==> src/inc/fault_resp_pkg.sv <==
// Package: fault response constants, types and register map
package fault_resp_pkg;
	// Response settings
	typedef enum logic [1:0]
	{
		RESP_LATCH   = 2'b00,
		RESP_RESTART = 2'b01,
		RESP_IGNORE  = 2'b10
	} resp_t;

	// Manager states
	typedef enum logic [2:0]
	{
		ST_RAMP    = 3'b000,
		ST_RUN     = 3'b001,
		ST_OCDELAY = 3'b010,
		ST_OFF     = 3'b011,
		ST_WAIT    = 3'b100,
		ST_COOL    = 3'b101,
		ST_LATCHED = 3'b110
	} state_t;

	// Fault detector inputs
	typedef struct packed
	{
		logic overVolt;
		logic underVolt;
		logic startTimeout;
		logic lowOverCurrent;
		logic highOverCurrent;
		logic overTemp;
		logic bandgapOverTemp;
	} faults_t;

	// Programmed responses
	typedef struct packed
	{
		resp_t overVolt;
		resp_t underVolt;
		resp_t startTimeout;
		resp_t overCurrent;
		resp_t overTemp;
	} resp_cfg_t;

	// Switch commands
	typedef struct packed
	{
		logic highOn;
		logic lowOn;
	} switch_t;

	localparam logic [7:0] PERCENT_OV_UV_LIMITS_ADDR = 8'hD7;
	localparam logic [7:0] PERCENT_OV_UV_LIMITS_RST  = 8'h00;
	localparam int         LOWSIDE_SELECT_BIT        = 7;
	localparam logic [2:0] RESTART_RAMP_MULT         = 3'h7;
	localparam logic [1:0] OC_EXTRA_COUNTS           = 2'h3;
	localparam int         COOL_HYST_DEGC            = 20;
	localparam logic [7:0] COOL_HYST                 = 8'(COOL_HYST_DEGC);
	localparam int         RAMP_W                    = 20;
endpackage : fault_resp_pkg

==> src/fault_response_manager.sv <==
// Fault-response manager: decides switch drive after converter faults
module fault_response_manager
(
	input  wire logic                      clk,
	input  wire logic                      reset,
	input  wire fault_resp_pkg::faults_t   faults,
	input  wire fault_resp_pkg::resp_cfg_t respCfg,
	input  wire logic                      pwmTick,
	input  wire fault_resp_pkg::switch_t   pwmSwitch,
	input  wire logic                      feedbackLow,
	input  wire logic [7:0]                temperature,
	input  wire logic [7:0]                overTempLimit,
	input  wire logic [fault_resp_pkg::RAMP_W-1:0] startupRampTime,
	input  wire logic                      regWrite,
	input  wire logic [7:0]                regAddr,
	input  wire logic [7:0]                regWriteData,
	output logic [7:0]                     regReadData,
	output fault_resp_pkg::switch_t        switchDrive,
	output logic                           peakLimitEnable,
	output logic                           outputValidFlag,
	output logic                           alert,
	output logic                           rampActive
);
	localparam int RW = fault_resp_pkg::RAMP_W;

	fault_resp_pkg::state_t state;
	fault_resp_pkg::state_t next_state;
	logic [7:0]  percentOvUvLimits;
	logic [RW+2:0] waitCount;
	logic [RW-1:0] rampCount;
	logic [1:0]  ocCount;
	logic        ovShutdown;
	logic        ovLowOn;
	logic        restartMode;
	logic        coolIsBandgap;
	logic        alertFlag;
	logic        coolPending;

	// Register access
	wire addrHit = regAddr == fault_resp_pkg::PERCENT_OV_UV_LIMITS_ADDR;
	assign regReadData = addrHit ? percentOvUvLimits : 8'h00;
	wire lowsideSelect =
		percentOvUvLimits[fault_resp_pkg::LOWSIDE_SELECT_BIT];

	// Active faults per response; undervolt and timeout masked in ramp
	wire monitorRun = state == fault_resp_pkg::ST_RUN;
	wire ovAct = faults.overVolt &&
		respCfg.overVolt != fault_resp_pkg::RESP_IGNORE;
	wire uvAct = monitorRun && faults.underVolt &&
		respCfg.underVolt != fault_resp_pkg::RESP_IGNORE;
	wire toAct = monitorRun && faults.startTimeout &&
		respCfg.startTimeout != fault_resp_pkg::RESP_IGNORE;
	wire ocAct = (faults.lowOverCurrent || faults.highOverCurrent) &&
		respCfg.overCurrent != fault_resp_pkg::RESP_IGNORE;
	wire otAct = faults.overTemp &&
		respCfg.overTemp != fault_resp_pkg::RESP_IGNORE;
	wire bgAct = faults.bandgapOverTemp;
	wire operating = state == fault_resp_pkg::ST_RUN ||
		state == fault_resp_pkg::ST_RAMP;

	wire [RW+2:0] restartWait = RW'(startupRampTime) *
		(RW+3)'(fault_resp_pkg::RESTART_RAMP_MULT);
	// Widened sum: a hot reading must not wrap into a false cool-down
	wire coolDone = coolIsBandgap ? !faults.bandgapOverTemp :
		(9'(temperature) + 9'(fault_resp_pkg::COOL_HYST) <=
		9'(overTempLimit));
	wire ocThird = pwmTick &&
		ocCount == fault_resp_pkg::OC_EXTRA_COUNTS - 2'h1;
	// Release-mode low side delays the retry; held mode does not
	wire lowSideWait = ovShutdown && ovLowOn && !lowsideSelect;
	wire rampDone = rampCount >= startupRampTime;

	always_comb
	begin
		next_state = state;
		unique case (state)
			fault_resp_pkg::ST_RAMP, fault_resp_pkg::ST_RUN:
			begin
				if (bgAct || otAct)
					next_state = fault_resp_pkg::ST_OFF;
				else if (ovAct || uvAct || toAct)
					next_state = fault_resp_pkg::ST_OFF;
				else if (ocAct)
					next_state = fault_resp_pkg::ST_OCDELAY;
				else if (state == fault_resp_pkg::ST_RAMP && rampDone)
					next_state = fault_resp_pkg::ST_RUN;
			end
			fault_resp_pkg::ST_OCDELAY:
				if (ocThird)
					next_state = fault_resp_pkg::ST_OFF;
			fault_resp_pkg::ST_OFF:
				if (coolPending && restartMode)
					next_state = fault_resp_pkg::ST_COOL;
				else if (restartMode)
					next_state = fault_resp_pkg::ST_WAIT;
				else
					next_state = fault_resp_pkg::ST_LATCHED;
			fault_resp_pkg::ST_WAIT:
				if (waitCount >= restartWait && !lowSideWait)
					next_state = fault_resp_pkg::ST_RAMP;
			fault_resp_pkg::ST_COOL:
				if (coolDone)
					next_state = fault_resp_pkg::ST_RAMP;
			fault_resp_pkg::ST_LATCHED:
				next_state = fault_resp_pkg::ST_LATCHED;
			default:
				next_state = fault_resp_pkg::ST_LATCHED;
		endcase
	end

	// Cause capture on leaving normal operation
	wire enterOff = operating && next_state == fault_resp_pkg::ST_OFF;
	wire enterOc = operating && next_state == fault_resp_pkg::ST_OCDELAY;
	wire thermal = bgAct || otAct;

	always_ff @(posedge clk)
	begin
		if (reset)
		begin
			state <= fault_resp_pkg::ST_RAMP;
			percentOvUvLimits <= fault_resp_pkg::PERCENT_OV_UV_LIMITS_RST;
			waitCount <= '0;
			rampCount <= '0;
			ocCount <= 2'h0;
			ovShutdown <= 1'b0;
			ovLowOn <= 1'b0;
			restartMode <= 1'b0;
			coolIsBandgap <= 1'b0;
			coolPending <= 1'b0;
			alertFlag <= 1'b0;
		end
		else
		begin
			state <= next_state;
			if (regWrite && addrHit)
				percentOvUvLimits <= regWriteData;
			rampCount <= state == fault_resp_pkg::ST_RAMP ?
				rampCount + RW'(1) : '0;
			waitCount <= state == fault_resp_pkg::ST_WAIT ?
				waitCount + (RW+3)'(1) : '0;
			if (state == fault_resp_pkg::ST_OCDELAY && pwmTick)
				ocCount <= ocCount + 2'h1;
			else if (state != fault_resp_pkg::ST_OCDELAY)
				ocCount <= 2'h0;
			if (enterOff || enterOc)
			begin
				alertFlag <= 1'b1;
				ovShutdown <= !thermal && ovAct;
				ovLowOn <= !thermal && ovAct;
				coolIsBandgap <= bgAct;
				coolPending <= thermal;
				restartMode <= thermal ?
					(bgAct || respCfg.overTemp == fault_resp_pkg::RESP_RESTART) :
					ovAct ? respCfg.overVolt == fault_resp_pkg::RESP_RESTART :
					uvAct ? respCfg.underVolt == fault_resp_pkg::RESP_RESTART :
					toAct ? respCfg.startTimeout == fault_resp_pkg::RESP_RESTART :
					respCfg.overCurrent == fault_resp_pkg::RESP_RESTART;
			end
			else if (state == fault_resp_pkg::ST_OFF && thermal)
				coolIsBandgap <= coolIsBandgap || bgAct;
			// Low side released once feedback falls, unless held
			if (ovLowOn && !lowsideSelect && feedbackLow)
				ovLowOn <= 1'b0;
			if (next_state == fault_resp_pkg::ST_RAMP &&
				state != fault_resp_pkg::ST_RAMP)
			begin
				ovShutdown <= 1'b0;
				ovLowOn <= 1'b0;
			end
			if (state == fault_resp_pkg::ST_RUN &&
				next_state == fault_resp_pkg::ST_RUN)
				alertFlag <= 1'b0;
		end
	end

	// Switch drive selection
	wire faultOff = state == fault_resp_pkg::ST_OFF ||
		state == fault_resp_pkg::ST_WAIT ||
		state == fault_resp_pkg::ST_COOL ||
		state == fault_resp_pkg::ST_LATCHED;
	assign switchDrive.highOn = faultOff ? 1'b0 : pwmSwitch.highOn;
	assign switchDrive.lowOn = faultOff ?
		(ovShutdown && ovLowOn) : pwmSwitch.lowOn;
	assign peakLimitEnable = 1'b1;
	assign outputValidFlag = state == fault_resp_pkg::ST_RUN;
	assign alert = alertFlag;
	assign rampActive = state == fault_resp_pkg::ST_RAMP;
endmodule : fault_response_manager
==> config.mk <==
export PLATFORM = sky130hd
export DESIGN_NAME = fault_response_manager
export DESIGN_NICKNAME = d
export VERILOG_FILES = /design/src/inc/fault_resp_pkg.sv /design/src/fault_response_manager.sv
export SDC_FILE = /design/constraint.sdc
export NUM_CORES = 1
export LEC_CHECK = 0
export ABC_AREA = 1
export BUFFER_PORTS_ARGS = -buffer_cell sky130_fd_sc_hd__buf_2
export CAP_MARGIN = 5
export CORE_ASPECT_RATIO = 1.75
export CORE_MARGIN = 5
export CORE_UTILIZATION = 58
export CTS_CLUSTER_DIAMETER = 120
export DETAILED_ROUTE_END_ITERATION = 16
export GPL_TIMING_DRIVEN = 0
export PLACE_DENSITY = 0.81
export SETUP_SLACK_MARGIN = 0.1
export SLEW_MARGIN = 20
export SYNTH_ARGS = -nofsm -noshare
export SYNTH_HDL_FRONTEND = slang
export SYNTH_SLANG_ARGS = --single-unit
export TNS_END_PERCENT = 100
==> constraint.sdc <==
create_clock -name clk -period 4.7 [get_ports clk]
set_input_delay 0.235 -clock clk [delete_from_list [all_inputs] [get_ports clk]]
set_output_delay 0.235 -clock clk [all_outputs]
set_load 0.01 [all_outputs]
Yosys cells after proc, flatten, opt, wreduce, memory -nomap -nowiden:

Cells that the tools add are included.

* $lt $le $gt $ge: 3
* add/sub/neg operators: 4
* reductions and logical operators: 49
* equal/unequal tests: 22
* multiply operators: 1
* bitwise logic cells: 2
* mux-type cells: 22

Operators with widths (count)
* $add 23x1->23 const B: 1
* $ge 23x23->1: 1
* $logic_and 1x1->1: 23
* $mul 20x3->23 const B: 1
* $mux 3: 7
* $add 20x1->20 const B: 1
* $ge 20x20->1: 1
* $pmux 3 s5: 1
* $eq 3x2->1 const B: 4
* $logic_or 1x1->1: 11
* $eq 2x1->1 const B: 5
* $ne 2x2->1 const B: 5
* $reduce_or 2->1: 5
* $add 8x5->9 const B: 1
* $eq 3x3->1 const B: 3
* $le 9x8->1: 1
* $mux 1: 9
* $eq 8x8->1 const B: 1
* $mux 2: 4
* $mux 8: 1
* $eq 3x1->1 const B: 2
* $logic_not 3->1: 2
* $logic_not 1->1: 4
* $reduce_bool 2->1: 2
* other kinds (6): 7

* flip-flop bits (word level): 62
* output and inout bits: 14
* input bits: 76
* logic and storage cells: 114

Logic depth before layout (Yosys ltp):

Gate-level depths: netlist of run 1.

* word-level depth: 12
* depth in mapped cells: 26
* mapped depth without buffers: 26

Worst setup path after synthesis of run 1:

No wires, ideal clock.

* path kind: in2reg
* from: in startupRampTime[0] in the netlist's numbering
* to: reg ovLowOn
* setup slack: 1.037 ns
* stages on the path: 25
* data arrival time: 3.545 ns
* setup time: 0.118 ns
* data required time: 4.582 ns
* buffers on the path: 0
* path through: fa_1 ha_1 inv_1 fa_1 o21ai_0 a21oi_1 o21bai_1 nand2_1 nand2_1 nand3_1 a21oi_1 nor2_1 nand2_1 nand2_1 ha_1 nand2_1 nor2_1 a21boi_0 nor2_1 nand4_1 nand2_1 nand2_1 nand4_1 nand2_1 a21oi_1

* cells in the longest elaborated chain, start to end: 10
* elaborated cells between the ends (all ways): 19
* those cells by class: mul (1); order compare (2); eq/ne (2); mux (6); reduce/logical (8)

RTL lines
* start, declared: line fault_response_manager.sv:13 `input wire logic [fault_resp_pkg::RAMP_W-1:0] startupRampTime,`
* parallel branches: the longest is 6 deep, another holds $mul 20x3->23
* $pmux 3 s5 *: line fault_response_manager.sv:76 `unique case (state)`
* $logic_not 3->1 (tied with other cells): line fault_response_manager.sv:164 `if (next_state == fault_resp_pkg::ST_RAMP &&`
* $logic_and 1x1->1, on equally long branches: line fault_response_manager.sv:164, fault_response_manager.sv:112, fault_response_manager.sv:113
* $reduce_or 3->1 (no line) or $logic_or 1x1->1 (tied branches)
* end signal, assigned: line fault_response_manager.sv:149 `ovLowOn <= !thermal && ovAct;`
* end, declared: line fault_response_manager.sv:33 `logic ovLowOn;`

Mark *: on every way between the ends.
A chain may end at the register's enable or synchronous reset.

Final worst setup path of run 1:

* from: in startupRampTime[0] in the netlist's numbering
* to: reg ovShutdown

* cells in the longest elaborated chain, start to end: 10
* elaborated cells between the ends (all ways): 19
* those cells by class: mul (1); order compare (2); eq/ne (2); mux (6); reduce/logical (8)

RTL lines
* parallel branches: the longest is 6 deep, another holds $mul 20x3->23
* $pmux 3 s5 *: line fault_response_manager.sv:76
* $eq 3x2->1 (tied with other cells): line fault_response_manager.sv:112 `wire enterOff = operating && next_state == fault_resp_pkg::ST_OFF;`
* $logic_and 1x1->1, on equally long branches: line fault_response_manager.sv:112, fault_response_manager.sv:113, fault_response_manager.sv:164
* $logic_or 1x1->1 or $reduce_or 2->1 (tied branches)
* end signal, assigned: line fault_response_manager.sv:148 `ovShutdown <= !thermal && ovAct;`
* end, declared: line fault_response_manager.sv:32 `logic ovShutdown;`

Marks and branches as above.

==> impl_metrics.ini, run 1 <==
[synth]
ys_warn_count = 0
synthCells = 821
ys_seq_area_share_pct = 21.7
synth_edf_count = 0
synth_cell_types = 44
synth_area_um2 = 5730
yosys_register_bits = 62
synthArstFlopShare_pct = 0
syn_avg_cell_area_um2 = 6.98
synth_nets = 994
ys.flop_type = dfxtp_1

[hold_path]
whs_path_depth = 2
hold_path.class = input pin to flop

[global_route]
antenna_found_initial = 0
gr-usage-all-layers_pct = 22.9
grt_pass1_vias = 5581
grt_start_max_net_pins = 11
grt_pass1_wl_um = 22600
overflow = 0

[timing]
tightest_slew_ns = 0.546
finalCriticalPeriod_ns = 4.27
period_share_pct = 90.8
fmaxAchievable_mhz = 234
relSlewSlack_pct = 63.6
fin_setup_tns_ns = 0
rsz0062_at_grt = false
fin_skew_ns = 0.00654
hold_viol_final = 0
finalSetupViolCount = 0
slew_violations = 0

[pwr]
p_sw_share_pct = 33.5
p_switching_mw = 0.604
irDropWorstVdd_uv = 223
power_density_nw_per_um2 = 273
p_total_mw = 1.80
power.internal_mw = 1.20
clkPwrFrac_pct = 35.6
seq_power_share_pct = 30.5
comb_power_share_pct = 33.9
leakagePower_nw = 3.27

[placed_design]
dp.cells = 1034
hpwl_um = 11300
gp_congestion = 0.830
placed_cell_area_um2 = 6320
io_buffers = 88

[layout]
final_util_pct = 67.5
fin_cells = 1049
nFillCells = 885
diodes = 0
area_growth_syn_to_layout_pct = 15.5
drive_gt1_share_pct = 14.1
final_cell_mix = 175 x nand2_1, 131 x inv_1, 99 x nor2_1, 88 x buf_2, 77 x ha_1
fin_area_um2 = 6610
layout_commonest_cell = nand2_1
layout.nets = 1093

[status]
outcome = finished, final reports clean

[worst_setup_path]
rr_worst_depth = 11
crit_required_ns = 4.91
cp_top_family = simple AND/OR/NAND/NOR gates
cpMostUsedCell = nand2_1
cpMaxStageDelayCell = fa_1
worst-setup-path-type = input pin to flop
critPathCaptureType = flop
ff2ff_setup_slack_ns = 2.55
cp_num_buf_inv = 2
cpPeakStageDelay_ns = 0.54
cp_max_fo = 4
start_kind = input pin
cp.depth = 27
worstPathArrival_ns = 4.48

[clock_tree]
cts.sinks = 62
post-cts-setup-buffers = 0
numCtsBuffers = 9
hold_buffers = 0
tritoncts = done
postCtsResizedCells = 0
worstSkewPairLatency_ns = 0.33
cts_max_path_buffers = 2
cts.clk_slew.worst_paths_ns = 0.05
cts.htree.levels = 3
root_buffer = clkbuf_16

[drt]
dr.pass1.iters = 5
wire_per_inst_um = 12.7
drt-initial-drc-count = 190
drc = 0
drt.antenna.violating_nets = 0
drt-total-wl_um = 13300
vias = 5505
viasPerCell = 5.25

[run]
cap_violations = 0

[floorplanning]
core-area_um2 = 9790
die_h_um = 141
die_w_um = 85.1
io_pins = 90
rows = 48
start_util_pct = 58.5
die_area_um2 = 12000
-- power by group through the flow --
| stage | sequential (mW) | clock [mW] | combinational [mW] |
|---|---|---|---|
| 6_report | 0.549 | 0.642 | 0.611 |
| 5_1_grt | 0.550 | 0.676 | 0.714 |
| 4_1_cts | 0.549 | 0.650 | 0.616 |
| 3_5_place_dp | 0.560 | 0 | 0.610 |
| 3_3_place_gp | 0.560 | 0 | 0.595 |
| 2_1_floorplan | 0.558 | 0 | 0.442 |
-- cells by family (layout without fill, tap and decap cells) --
| logic type | after synthesis | count (layout) | synth area share, % |
|---|---|---|---|
| AO/OA/AOI/OAI | 133 | 133 | 12.9 |
| adder cells (fa/ha/maj) | 97 | 97 | 23.8 |
| other | 1 | 1 | 0.0655 |
| buffers and inverters | 141 | 244 | 9.31 |
| AND/OR/NAND/NOR | 356 | 356 | 27.5 |
| flip-flops | 62 | 62 | 21.7 |
| XOR/XNOR | 31 | 31 | 4.74 |
-- sequential cells by signal, indices dropped and copies added (netlist names), 2 cells and up --
register / flops
ocCount: 2
percentOvUvLimits: 8
rampCount: 20
state: 3
waitCount: 23
-- metrics by stage --
| step | setup WS (ns) | hold WS, ns |
|---|---|---|
| floorplan | 1.04 | 0.313 |
| global placement | 0.246 | 0.437 |
| detailed placement | 0.161 | 0.456 |
| CTS | 0.452 | 0.121 |
| global route | 0.112 | 0.127 |
| finish | 0.432 | 0.127 |
-- worst register-to-register path, cell delays in order (launching register included) --
cell and delay, ns:
dfxtp_1 0.36, ha_1 0.18, nand2_1 0.06, inv_1 0.07, nand2_1 0.09, nor2_2 0.14, nand2_1 0.12, nor3_2 0.25
nand3_1 0.20, or3_1 0.38, o21ai_1 0.14, a21oi_1 0.05
-- Yosys cell counts, types with 2 or more instances --
library cell	count	share of area, %
xnor2_1	17	2.6
a21oi_1	65	5.7
nor2_2	3	0.33
o21a_1	5	0.66
nand4_1	14	1.5
dfxtp_1	62	22
clkbuf_1	4	0.26
nor3b_1	2	0.26
a31oi_1	4	0.44
a21o_1	2	0.26
nand3_2	2	0.35
nor3_2	3	0.52
o21bai_1	3	0.39
nor2_1	99	6.5
nand3_1	25	2.2
nand2_2	3	0.33
nor3_4	3	0.85
ha_1	77	17
inv_1	131	8.6
fa_1	20	7.0
o21ai_1	2	0.17
or2_0	2	0.22
nor2_4	2	0.39
xor2_1	14	2.1
nand2_1	175	11
or2_2	2	0.22
inv_2	5	0.33
nor3_1	14	1.2
o21ai_0	36	3.1
nor4_1	2	0.22
a211oi_1	10	1.3
-- final timing paths --
| check | from | endpoint |
|---|---|---|
| min | reset | percentOvUvLimits[6] |
| max reg2reg | waitCount[0] | waitCount[20] |
| min reg2reg | percentOvUvLimits[6] | percentOvUvLimits[6] |
| max | startupRampTime[0] | ovShutdown |
-- layout make-up --
| class | count | area [um^2] | area share, % |
|---|---|---|---|
| clock buffers | 10 | 239 | 3.61 |
| multi-input cells | 618 | 3950 | 59.8 |
| flip-flops and latches | 62 | 1240 | 18.8 |
| clock inverters | 5 | 50.0 | 0.757 |
| inverters | 136 | 510 | 7.72 |
| well taps | 125 | 156 | 2.37 |
| repair buffers | 88 | 440 | 6.66 |
| plain buffers | 5 | 22.5 | 0.341 |
-- layer usage --
layer,GRT usage (%),vias to the layer above,routed length [um]
met1,21.6,2492,4730
met5,0,-,0
li1,-,2862,-
met3,3.60,39,508
met4,9.76,0,470
met2,46.8,112,7610
No activity file was read; power rests on OpenSTA's default activity.
==> run 2: changes to the inputs <==
Settings changed: CORE_UTILIZATION 58 to 40, PLACE_DENSITY 0.81 to 0.68.
==> run 2 against run 1 <==
  * Die area increased by 40%
  * Sequential power is essentially flat
  * Setup slack improved by 0.27 ns
  * Critical endpoint unchanged
  * Highest routed layer unchanged
==> impl_metrics.ini, run 2 (synthesis results as in run 1) <==
[global_route]
gr-usage-all-layers_pct = 16.2
grt_start_max_net_pins = 11
antenna_found_initial = 0
overflow = 0
grt_pass1_vias = 5411
grt_pass1_wl_um = 22300

[layout]
layout.nets = 1093
largest_reg_flops = 23
final_cell_mix = 175 x nand2_1, 131 x inv_1, 99 x nor2_1, 88 x buf_2, 77 x ha_1
diodes = 0
area_growth_syn_to_layout_pct = 16.6
fin_area_um2 = 6680
drive_gt1_share_pct = 13.8
layout_commonest_cell = nand2_1
largest_register = waitCount
largestRegisters = waitCount: 23 flops, rampCount: 20 flops, percentOvUvLimits: 8 flops

[drt]
viasPerCell = 4.91
vias = 5427
drt.antenna.violating_nets = 0
wl_met3_um = 461
drt-total-wl_um = 13200
drc = 0
wire_per_inst_um = 11.9
drt-initial-drc-count = 124
met2_wirelength_um = 7630
dr.max_layer_used = met4
dr.pass1.iters = 6
wl_met1_um = 4600

[pwr]
irDropWorstVdd_uv = 179
p_total_mw = 1.80
leakagePower_nw = 3.26
power_density_nw_per_um2 = 270

[worst_setup_path]
crit_required_ns = 4.92
worst-setup-path-type = input pin to flop
cp_num_buf_inv = 2
cpPeakStageDelay_ns = 0.54
start_kind = input pin
cpMaxStageDelayCell = fa_1
critPathCaptureType = flop
cp_top_family = simple AND/OR/NAND/NOR gates
cp_max_fo = 4
worstPathArrival_ns = 4.22
cpMostUsedCell = nand2_1

[clock_tree]
cts.sinks = 62
cts.clk_slew.worst_paths_ns = 0.05
cts.htree.levels = 3
tritoncts = done
numCtsBuffers = 9
hold_buffers = 0
cts_max_path_buffers = 2
root_buffer = clkbuf_16
worstSkewPairLatency_ns = 0.33

[placed_design]
placed_cell_area_um2 = 6390
gp_congestion = 0.807
io_buffers = 88
hpwl_um = 11300
preCtsSetupSlack_ns = 0.172

[timing]
slew_violations = 0
period_share_pct = 85.2
fin_setup_tns_ns = 0
hold_viol_final = 0
post-route-worst-setup-slack_ns = 0.698
fin_skew_ns = 0.00688
fmaxAchievable_mhz = 250
rsz0062_at_grt = false
finalCriticalPeriod_ns = 4.00
relSlewSlack_pct = 60.4
finalSetupViolCount = 0
tightest_slew_ns = 0.594

[run]
cap_violations = 0

[floorplanning]
die_area_um2 = 16900
start_util_pct = 40.3
die_w_um = 100
die_h_um = 168
rows = 58
io_pins = 90
core-area_um2 = 14200

[status]
outcome = finished, final reports clean

[hold_path]
hold_path.class = input pin to flop
run 2: cell count changes in the layout (fill, tap and decap cells not counted), sizes merged:
cell	change
clkinv	-2
clkinvlp	+1
clkbuf	+2
run 2: metal layers:
metal	vias to the layer above	global-route usage (%)
li1	2867	-
met1	2432	14.5
met2	94	32.8
met3	34	3.23
met4	0	7.39
met5	-	0
run 2: final timing paths:
path	start	slack, ns	to	depth (start not counted)
hold reg to reg	waitCount[0]	0.46	waitCount[0]	1
hold / removal	reset	0.12	percentOvUvLimits[6]	2
setup / recovery	startupRampTime[0]	0.70	ovShutdown	27
setup reg to reg	waitCount[0]	2.53	waitCount[20]	11
run 2: worst register-to-register path, delay by kind of cell (launching register included):
family | cells | cell delay (ns)
DFF | 1 | 0.37
adders and majority gates | 1 | 0.18
and+or+nand+nor | 7 | 1.27
AOI/OAI and AO/OA | 2 | 0.18
buffers and inverters | 1 | 0.07
run 2: layout make-up:
| type | instances | area (um^2) |
|---|---|---|
| Buffer | 5 | 22.5 |
| Multi-Input combinational cell | 618 | 3950 |
| Timing Repair Buffer | 88 | 440 |
| Tap cell | 180 | 225 |
| Sequential cell | 62 | 1240 |
| Inverter | 136 | 510 |
| Clock buffer | 12 | 236 |
| Clock inverter | 4 | 47.5 |
| Fill cell | 1521 | 7550 |
run 2: power by group:
part           internal [mW]  switching (mW)  leakage (nW)
clock network          0.409           0.243         0.137
registers              0.539          0.0102         0.502
logic                  0.241           0.358          2.62
run 2: repair_timing:
action / 4_1_cts / 5_1_grt
gates resized for setup: 0 / 1
endpoints found under the setup margin: 0 / 2
setup buffers: 0 / 0
run 2: per-stage QoR:
stage	utilization, %	hold WS (ns)	instances
after floorplan	-	0.313	821
after global placement	44.9	0.441	1089
after detailed placement	44.9	0.450	1089
after CTS	46.9	0.117	1105
after global routing	46.9	0.152	1105
final	46.9	0.124	1105
